==> src/fmt_consts.vh <==
/*
 * constants for the mode and torch current control register block:
 * register addresses, field positions, reset values, mode codes, timer figures.
 * assumes a 40 mhz system clock and a serial front end that hands over
 * decoded register writes and reads.
 */
// Summary of operation
// (RQ1) force bit set makes the converter a constant voltage source.
// (RQ2) reading the force bit returns the voltage-mode pin level.
// (RQ3) mode field: 00 shutdown, 01 torch, 10 torch plus flash, 11 voltage source.
// (RQ4) safety timer forces shutdown unless mode field is rewritten before timeout.
// (RQ5) host rewrites the mode field more often than every 11.2 s.
// (RQ6) mode field write also updates the mode copy in flash-current register.
// (RQ7) variant a outer code: 00 off, then 50, 75, 100 ma.
// (RQ8) variant a centre code: 000 off, then 50 to 250 ma.
// (RQ9) variant b outer code: 00 off, then 55, 85, 110 ma.
// (RQ10) variant b centre code: 000 off, then 55 to 275 ma.
// (RQ11) centre codes 110 and 111 allow 350 or 500 ma with transmit mask.
// (RQ12) both torch fields zero selects voltage regulation from output-voltage setting.
// (RQ13) host clears led channel enables before zeroing both torch fields.
// (RQ14) write takes effect at end of acknowledge after the data byte.
// (RQ15) zero mode field shuts down only with force bit and torch enable low.
// (RQ16) mode bits of both registers read back identically after any write.
`ifndef FMT_CONSTS_VH
`define FMT_CONSTS_VH
`define FMT_ADDR_CTRL 8'h01
`define FMT_ADDR_FLASH 8'h02
`define FMT_BIT_VMF 7
`define FMT_MODE_HI 6
`define FMT_MODE_LO 5
`define FMT_OUTER_HI 4
`define FMT_OUTER_LO 3
`define FMT_CENTRE_HI 2
`define FMT_CENTRE_LO 0
`define FMT_CTRL_RESET 8'h09
`define FMT_FLASH_RESET 8'h03
`define FMT_MODE_SHDN 2'h0
`define FMT_MODE_TORCH 2'h1
`define FMT_MODE_FLASH 2'h2
`define FMT_MODE_VSRC 2'h3
`define FMT_TIMEOUT_MS 11200
`define FMT_CLK_HZ 40000000
// safety timeout as whole clock cycles: 11.2 s at 40 mhz
`define FMT_TIMEOUT_CYC 32'h1ab3f000
`endif

==> src/fmt_mode_torch_reg.v <==
/*
 * mode and torch current control register with its mode copy in the
 * flash-current register, the safety timer and the torch current decode.
 * assumes the serial front end pulses i_wr_stb at the falling edge of the
 * acknowledge that follows the data byte, and that all inputs are
 * synchronous to i_clk_sys.
 * limitation: a write to either register restarts the safety timer,
 * whatever mode it carries; a write in the expiry cycle is dropped.
 * variant b selects the second torch current table.
 * the force bit drives the outputs from its stored value only.
 */
`include "fmt_consts.vh"

module fmt_mode_torch_reg #(
    parameter VARIANT_B = 0,
    parameter [31:0] TIMEOUT_CYC = `FMT_TIMEOUT_CYC
) (
    input wire i_clk_sys,
    input wire i_srst,
    input wire i_wr_stb,
    input wire [7:0] i_wr_addr,
    input wire [7:0] i_wr_data,
    input wire [7:0] i_rd_addr,
    output reg [7:0] o_rd_data,
    input wire i_vm_pin,
    input wire i_torch_enable,
    input wire i_tx_mask,
    output reg [7:0] o_flash_reg,
    output reg o_const_voltage,
    output reg o_shutdown,
    output reg o_torch_on,
    output reg o_flash_arm,
    output reg o_vreg_mode,
    output reg [9:0] o_outer_ma,
    output reg [9:0] o_centre_ma,
    output reg o_timeout
);

    reg [7:0] ctrl_r;
    reg [7:0] ctrl_nxt;
    reg [7:0] flash_r;
    reg [7:0] flash_nxt;
    reg [31:0] timer_r;
    reg [31:0] timer_nxt;
    reg timeout_r;
    reg timeout_nxt;
    reg [7:0] rd_nxt;
    wire [1:0] mode = ctrl_r[`FMT_MODE_HI:`FMT_MODE_LO];
    wire wr_ctrl = i_wr_stb && (i_wr_addr == `FMT_ADDR_CTRL);
    wire wr_flash = i_wr_stb && (i_wr_addr == `FMT_ADDR_FLASH);
    // a write to either register counts as a mode refresh for the timer
    wire refresh = wr_ctrl || wr_flash;

    // modes in which the torch current sinks run
    function lit_mode;
        input [1:0] code;
        begin
            lit_mode = (code == `FMT_MODE_TORCH) || (code == `FMT_MODE_FLASH);
        end
    endfunction

    // outer led torch current in ma, per variant
    function [9:0] outer_ma;
        input [1:0] code;
        input vb;
        begin
            if (vb) begin
                case (code)
                    2'h1: outer_ma = 10'h037; // RQ9
                    2'h2: outer_ma = 10'h055;
                    2'h3: outer_ma = 10'h06e;
                    default: outer_ma = 10'h000;
                endcase
            end else begin
                case (code)
                    2'h1: outer_ma = 10'h032; // RQ7
                    2'h2: outer_ma = 10'h04b;
                    2'h3: outer_ma = 10'h064;
                    default: outer_ma = 10'h000;
                endcase
            end
        end
    endfunction

    // centre led torch current; top codes lift with transmit mask
    function [9:0] centre_ma;
        input [2:0] code;
        input vb;
        input txm;
        begin
            if (txm && code == 3'h6) begin
                centre_ma = 10'h15e; // RQ11
            end else if (txm && code == 3'h7) begin
                centre_ma = 10'h1f4; // RQ11
            end else if (vb) begin
                case (code)
                    3'h1: centre_ma = 10'h037; // RQ10
                    3'h2: centre_ma = 10'h055;
                    3'h3: centre_ma = 10'h06e;
                    3'h4: centre_ma = 10'h08c;
                    3'h5: centre_ma = 10'h0a5;
                    3'h6: centre_ma = 10'h0dc;
                    3'h7: centre_ma = 10'h113;
                    default: centre_ma = 10'h000;
                endcase
            end else begin
                case (code)
                    3'h1: centre_ma = 10'h032; // RQ8
                    3'h2: centre_ma = 10'h04b;
                    3'h3: centre_ma = 10'h064;
                    3'h4: centre_ma = 10'h07d;
                    3'h5: centre_ma = 10'h096;
                    3'h6: centre_ma = 10'h0c8;
                    3'h7: centre_ma = 10'h0fa;
                    default: centre_ma = 10'h000;
                endcase
            end
        end
    endfunction

    // register next values; expiry wins over a write in the same cycle
    always @* begin
        ctrl_nxt = ctrl_r;
        flash_nxt = flash_r;
        if (timeout_r) begin
            // clear the mode in both copies so reads agree
            ctrl_nxt[`FMT_MODE_HI:`FMT_MODE_LO] = `FMT_MODE_SHDN; // RQ4 RQ16
            flash_nxt[`FMT_MODE_HI:`FMT_MODE_LO] = `FMT_MODE_SHDN;
        end else if (wr_ctrl) begin
            ctrl_nxt = i_wr_data; // RQ14
            flash_nxt[`FMT_MODE_HI:`FMT_MODE_LO] = i_wr_data[`FMT_MODE_HI:`FMT_MODE_LO]; // RQ6
        end else if (wr_flash) begin
            flash_nxt = i_wr_data; // RQ14
            ctrl_nxt[`FMT_MODE_HI:`FMT_MODE_LO] = i_wr_data[`FMT_MODE_HI:`FMT_MODE_LO]; // RQ16
        end
    end

    // register state; both mode copies move together
    always @(posedge i_clk_sys) begin
        if (i_srst) begin
            ctrl_r <= `FMT_CTRL_RESET;
            flash_r <= `FMT_FLASH_RESET;
        end else begin
            ctrl_r <= ctrl_nxt;
            flash_r <= flash_nxt;
        end
    end

    // safety timer: runs only in torch and flash modes, whatever the force bit, restarts on refresh
    always @* begin
        timer_nxt = timer_r + 32'h1;
        timeout_nxt = 1'b0;
        if (refresh || !lit_mode(mode)) begin
            timer_nxt = 32'h0; // RQ4
        end else if (timer_r >= TIMEOUT_CYC - 32'h1) begin
            // one-cycle expiry pulse; the count starts again from zero
            timer_nxt = 32'h0;
            timeout_nxt = 1'b1; // RQ4
        end
    end

    // timer state; 32 bits hold 11.2 s of clock cycles with margin
    always @(posedge i_clk_sys) begin
        if (i_srst) begin
            timer_r <= 32'h0;
            timeout_r <= 1'b0;
        end else begin
            timer_r <= timer_nxt;
            timeout_r <= timeout_nxt;
        end
    end

    // read mux; force bit shows the pin, unmapped reads give zero
    always @* begin
        case (i_rd_addr)
            `FMT_ADDR_CTRL: rd_nxt = {i_vm_pin, ctrl_r[6:0]}; // RQ2
            `FMT_ADDR_FLASH: rd_nxt = {i_vm_pin, flash_r[6:0]}; // RQ2
            default: rd_nxt = 8'h00;
        endcase
    end

    // registered read data, one cycle after the address
    always @(posedge i_clk_sys) begin
        if (i_srst) begin
            o_rd_data <= 8'h00;
        end else begin
            o_rd_data <= rd_nxt;
        end
    end

    // operating state decode, registered
    always @(posedge i_clk_sys) begin
        if (i_srst) begin
            o_flash_reg <= `FMT_FLASH_RESET;
            o_const_voltage <= 1'b0;
            o_shutdown <= 1'b1;
            o_torch_on <= 1'b0;
            o_flash_arm <= 1'b0;
            o_vreg_mode <= 1'b0;
            o_outer_ma <= 10'd0;
            o_centre_ma <= 10'd0;
            o_timeout <= 1'b0;
        end else begin
            o_flash_reg <= flash_r;
            o_timeout <= timeout_r;
            // force bit or mode 11 means voltage source
            o_const_voltage <= ctrl_r[`FMT_BIT_VMF] || (mode == `FMT_MODE_VSRC); // RQ1 RQ3
            // shutdown only when force and torch enable are both low
            o_shutdown <= (mode == `FMT_MODE_SHDN) && !ctrl_r[`FMT_BIT_VMF]
                && !i_torch_enable; // RQ15
            // stored force bit wins; the pin level only shows on reads
            o_torch_on <= !ctrl_r[`FMT_BIT_VMF] && lit_mode(mode); // RQ3
            o_flash_arm <= !ctrl_r[`FMT_BIT_VMF] && (mode == `FMT_MODE_FLASH); // RQ3
            // both torch codes zero: regulate output voltage instead
            o_vreg_mode <= (ctrl_r[`FMT_OUTER_HI:`FMT_OUTER_LO] == 2'h0)
                && (ctrl_r[`FMT_CENTRE_HI:`FMT_CENTRE_LO] == 3'h0); // RQ12
            o_outer_ma <= outer_ma(ctrl_r[`FMT_OUTER_HI:`FMT_OUTER_LO], VARIANT_B != 0);
            o_centre_ma <= centre_ma(ctrl_r[`FMT_CENTRE_HI:`FMT_CENTRE_LO],
                VARIANT_B != 0, i_tx_mask);
        end
    end

endmodule

==> config.mk <==
export PLATFORM = sky130hd
export DESIGN_NAME = fmt_mode_torch_reg
export DESIGN_NICKNAME = d
export VERILOG_FILES = /design/src/fmt_mode_torch_reg.v
export VERILOG_INCLUDE_DIRS = /design/src
export SDC_FILE = /design/constraint.sdc
export NUM_CORES = 1
export LEC_CHECK = 0
export ABC_AREA = 1
export BUFFER_PORTS_ARGS = -buffer_cell sky130_fd_sc_hd__buf_2
export CORE_MARGIN = 1.5
export CORE_UTILIZATION = 38
export DETAILED_ROUTE_END_ITERATION = 8
export HOLD_SLACK_MARGIN = 0.12
export PLACE_DENSITY_LB_ADDON = 0.25
export SYNTH_ARGS = -nofsm -noshare
export SYNTH_HDL_FRONTEND = slang
export SYNTH_SLANG_ARGS = --single-unit
==> constraint.sdc <==
create_clock -name i_clk_sys -period 2.7 [get_ports i_clk_sys]
set_input_delay 0 -clock i_clk_sys [delete_from_list [all_inputs] [get_ports i_clk_sys]]
set_output_delay 0 -clock i_clk_sys [all_outputs]
set_load 0.1 [all_outputs]
Word-level counts from Yosys, hierarchy flattened
Cells that the tools add are included.

word-level totals
  bits of input ports = 30
  logic and storage cells = 76
  output and inout port bits = 42
  register bits = 91

operators by class
  bitwise gates (word level) = 2
  order comparisons = 1
  reductions and logical operators = 27
  add/subtract/negate cells = 1
  muxes and demuxes = 10
  eq/ne operators = 17

operator list
  kind                     number
  $pmux W8 S7              1
  $add A32 B1 Y32 const B  1
  $ge A32 B29 Y1 const B   1
  $pmux W7 S3              1
  $mux W9                  2
  $eq A8 B1 Y1 const B     2
  $eq A8 B2 Y1 const B     2
  $pmux W8 S2              1
  $eq A3 B3 Y1 const B     4
  $logic_and A1 B1 Y1      9
  $eq A2 B2 Y1 const B     4
  $mux W7                  1
  $eq A3 B2 Y1 const B     2
  $mux W2                  3
  $reduce_or A2 Y1         3
  $reduce_or A3 Y1         2
  $eq A2 B1 Y1 const B     2
  $logic_not A2 Y1         2
  $logic_or A1 B1 Y1       4
  $eq A3 B1 Y1 const B     1
  $logic_not A1 Y1         3
  $logic_not A3 Y1         1
  $reduce_and A3 Y1        1
  $not A1 Y1               2
  3 further kinds          3

Longest topological paths before layout
  depth after elaboration = 5
  gate-level depth with buffers = 10

Worst setup path after synthesis
No wires, ideal clock.

  kind = reg2reg
  start = register timer_r[0]
  end = register timer_r[20]
  required time = 2584 ps
  path buffers = 2
  period minus slack after synthesis = 1445 ps
  setup time = 116 ps
  arrival time = 1329 ps
  setup slack = 1255 ps
  cell stages (with the launch flop) = 11
  cells stage by stage = dfxtp_1 > ha_1 > inv_1 > nor2_1 > nand2_2 > o21ai_1 > nand2_1 > nand3_2 > buf_6 > buf_6 > nor2_1

on the way
  word-level cells in the longest chain between the ends = 2
  elaborated cells on any way between the ends = 3

ends and longest elaborated chain
  what                        RTL line                  source
  start, declared             fmt_mode_torch_reg.v:43   reg [31:0] timer_r;
  start signal, assigned      fmt_mode_torch_reg.v:168  timer_r <= timer_nxt;
  $ge A32 B29 Y1              fmt_mode_torch_reg.v:155  end else if (timer_r >= TIMEOUT_CYC - 32'h1) begin
  $reduce_or A3 Y1 (no line)  n/a

Several ways; a longest one is shown, not always the timed one.
A chain may end at the register's enable or synchronous reset.

Worst setup path in the final report
  start = input i_rd_addr[3]
  end = register o_rd_data[0]

on the way
  word-level cells in the longest chain between the ends = 2
  elaborated cells on any way between the ends = 3

ends and longest elaborated chain
  what                                          RTL line                  source
  start, declared                               fmt_mode_torch_reg.v:23   input wire [7:0] i_rd_addr,
  $eq A8 B2 Y1 or $eq A8 B1 Y1 (tied branches)  fmt_mode_torch_reg.v:175  case (i_rd_addr)
  $pmux W8 S2 *                                 fmt_mode_torch_reg.v:175
  end signal, assigned                          fmt_mode_torch_reg.v:187  o_rd_data <= rd_nxt;
  end, declared                                 fmt_mode_torch_reg.v:24   output reg [7:0] o_rd_data,

Every way passes the cells marked *; elsewhere a longest branch is shown, timed or not.

==> results.ini <==
[placement]
dp_hpwl_microns = 5600
port_buffers = 67
dp.cells = 671
dp_slack_ns = 0.902
placed_cell_area_sq_um = 4060
finalWeightedCongestion = 0.851

[final_layout]
post-route-util_pct = 48.3
fin_nets = 613
stdcell_count = 708
top_register = timer_r
layout-drive-gt1-share_pct = 16.9
reg_top3 = timer_r x32, o_centre_ma x9
area_growth_pct = 23.6
largest_reg_flops = 32
final_cell_area_sq_um = 4460
n_antenna_cell = 0

[timing]
tns_ns = 0
drv_slew = 0
finalCritPeriodShare_pct = 94.3
worst_pin_slew_ns = 0.577
fin_skew_ns = 0.00965
final-setup-viol-count = 0
finalHoldViolations = 0
setup_ws_ns = 0.154
slew-limit-headroom_pct = 61.5
final.min_clock_period_ns = 2.55
clock.fmax_mhz = 393
timing.hold.ws_ns = 0.139
rsz0062_at_grt = false

[die]
dieArea_sq_um = 10100
start_util_pct = 39.1
core_area_sq_um = 9240
die_y_microns = 100
row_count = 35
die_w_microns = 100
num_io_pins = 72

[clock_tree]
numCtsBuffers = 9
cts_max_path_buffers = 2
worstSkewPairLatency_ns = 0.35
clock_sinks = 86
clk_pin_slew_ns = 0.09
cts_max_level = 3
cts_tree = yes
cts_root_buf = clkbuf_8

[synthesis]
synth_edf_count = 0
ys_seq_area_share_pct = 47.7
yosysTopAreaCell = dfxtp_1
synth_seq_cells = 86
synth_cells = 480
synth.area.top_cells = dfxtp_1 (48%), nor2_1 (11%), nand2_1 (10%), inv_1 (5.8%), nand3_1 (3.3%)
synthArstFlopShare_pct = 0
yosysMostFrequentCell = nor2_1
syn_area_per_cell_sq_um = 7.53
synthFlopType = dfxtp_1
yosysWarnings = 0
yosys.cell_types.count = 36
syn_area_sq_um = 3610
yosys-top-cells-count = nor2_1 (102), nand2_1 (100), dfxtp_1 (86)
synth_top_area_share_pct = 47.7

[grt]
grt_pass1_wl_microns = 12800
grt_max_degree = 30
grt_overflow_total = 0
grt_pass1_vias = 2980
antenna_found_initial = 0
grt_usage_pct = 15.8

[critical_path]
required_ns = 3.00
path_class = primary input to flip-flop
cp_slowest_cell = dlygate4sd3_1
endpoint_kind = flip-flop
cp.arrival_ns = 2.85
cp_max_fo = 2
slowest_delay_ns = 0.58
critical_path_buf_inv_count = 5
path_cells = dlygate4sd3_1 -> buf_2 -> nor4_4 -> dlygate4sd3_1 -> nand3_1 -> dlygate4sd3_1 -> a21oi_1 -> dlygate4sd3_1
cpMostUsedCell = dlygate4sd3_1
crit_family = buffers and inverters
setup.worst_path.start_class = primary input

[detailed_routing]
dr.pass1.iters = 4
vias_per_cell = 4.49
wire_per_inst_microns = 10.7
drt_iter0_drc = 108
drtAntennaViolNets = 0
vias = 3180
drc_errors = 0
wirelength_microns = 7600

[power_and_ir_drop]
p_leak_nw = 1.92
vdd_drop_max_v = 0.000359
p_per_area_nw_per_um2 = 506
power_mw = 2.26

[run]
max-cap-violations = 0

[status]
outcome = complete, no violations

[hold_path]
holdCritPathClass = primary input to flip-flop

==> report_power, final <==
group          total, mW  internal [mW]  switching [mW]
combinational      0.162         0.0452           0.117
sequential          1.28           1.28         0.00337
clock              0.813          0.343           0.470
==> kinds of logic (layout without fill, tap and decap cells) <==
logic type | count (synthesis) | count (layout) | share of synthesized area [%]
AND/OR/NAND/NOR | 256 | 256 | 30.0
flip-flops | 86 | 86 | 47.7
buffers and inverters | 69 | 162 | 8.17
AO/OA/AOI/OAI | 41 | 41 | 6.58
XOR/XNOR | 18 | 18 | 4.36
adder cells (fa/ha/maj) | 9 | 9 | 3.12
other | 1 | 7 | 0.104
==> per-layer routing <==
metal	vias up	track usage [%]	part of all wire (%)	wire length, microns
met4	0	6.07	1.6	119
met1	1432	18.7	45	3440
met2	57	27.7	49	3710
met5	-	0	0	0
li1	1679	-	-	-
met3	12	3.95	4.4	335
==> cell usage in the layout, fill, tap and decap left out, types with 7 or more instances in the layout <==
cell type | netlist | final
nand2_1 | 100 | 100
nand3_1 | 24 | 24
dfxtp_1 | 86 | 86
nor3_1 | 8 | 8
ha_1 | 9 | 9
xor2_1 | 10 | 10
o21ai_0 | 10 | 10
dlygate4sd3_1 | 0 | 21
nor2_1 | 102 | 102
buf_2 | 2 | 67
o22ai_1 | 8 | 8
inv_1 | 56 | 56
a21oi_1 | 14 | 14
clkbuf_8 | 0 | 9
xnor2_1 | 8 | 8
conb_1 | 1 | 7
==> worst register-to-register path, stage by stage, from the launching register on <==
cell           delay (ns)
dfxtp_1              0.43
nand3_1              0.09
dlygate4sd3_1        0.58
a21oi_1              0.13
dlygate4sd3_1        0.55
==> cell type report <==
type | count | area (sq um)
fill | 931 | 4780
inverter | 57 | 214
tap | 129 | 161
sequential | 86 | 1720
multi-input combinational | 331 | 1630
clock inverter | 7 | 56.3
timing repair buffer | 89 | 553
clock buffer | 9 | 124
==> repair_timing <==
action / CTS / global route
buffers inserted: 0 / 0
gates resized for setup: 0 / 2
hold buffers: 21 / 0
endpoints found under the setup margin: 0 / 1
endpoints found under the hold margin: 42 / 0
==> worst paths after layout <==
check,slack [ns],depth (start not counted),from,end
setup / recovery,0.15,8,i_rd_addr[3],o_rd_data[0]
hold reg to reg,0.42,2,flash_r[7],o_flash_reg[7]
hold / removal,0.14,5,i_wr_addr[2],ctrl_r[5]
setup reg to reg,0.87,4,ctrl_r[0],o_rd_data[0]
(Power assumes the default switching activity.)
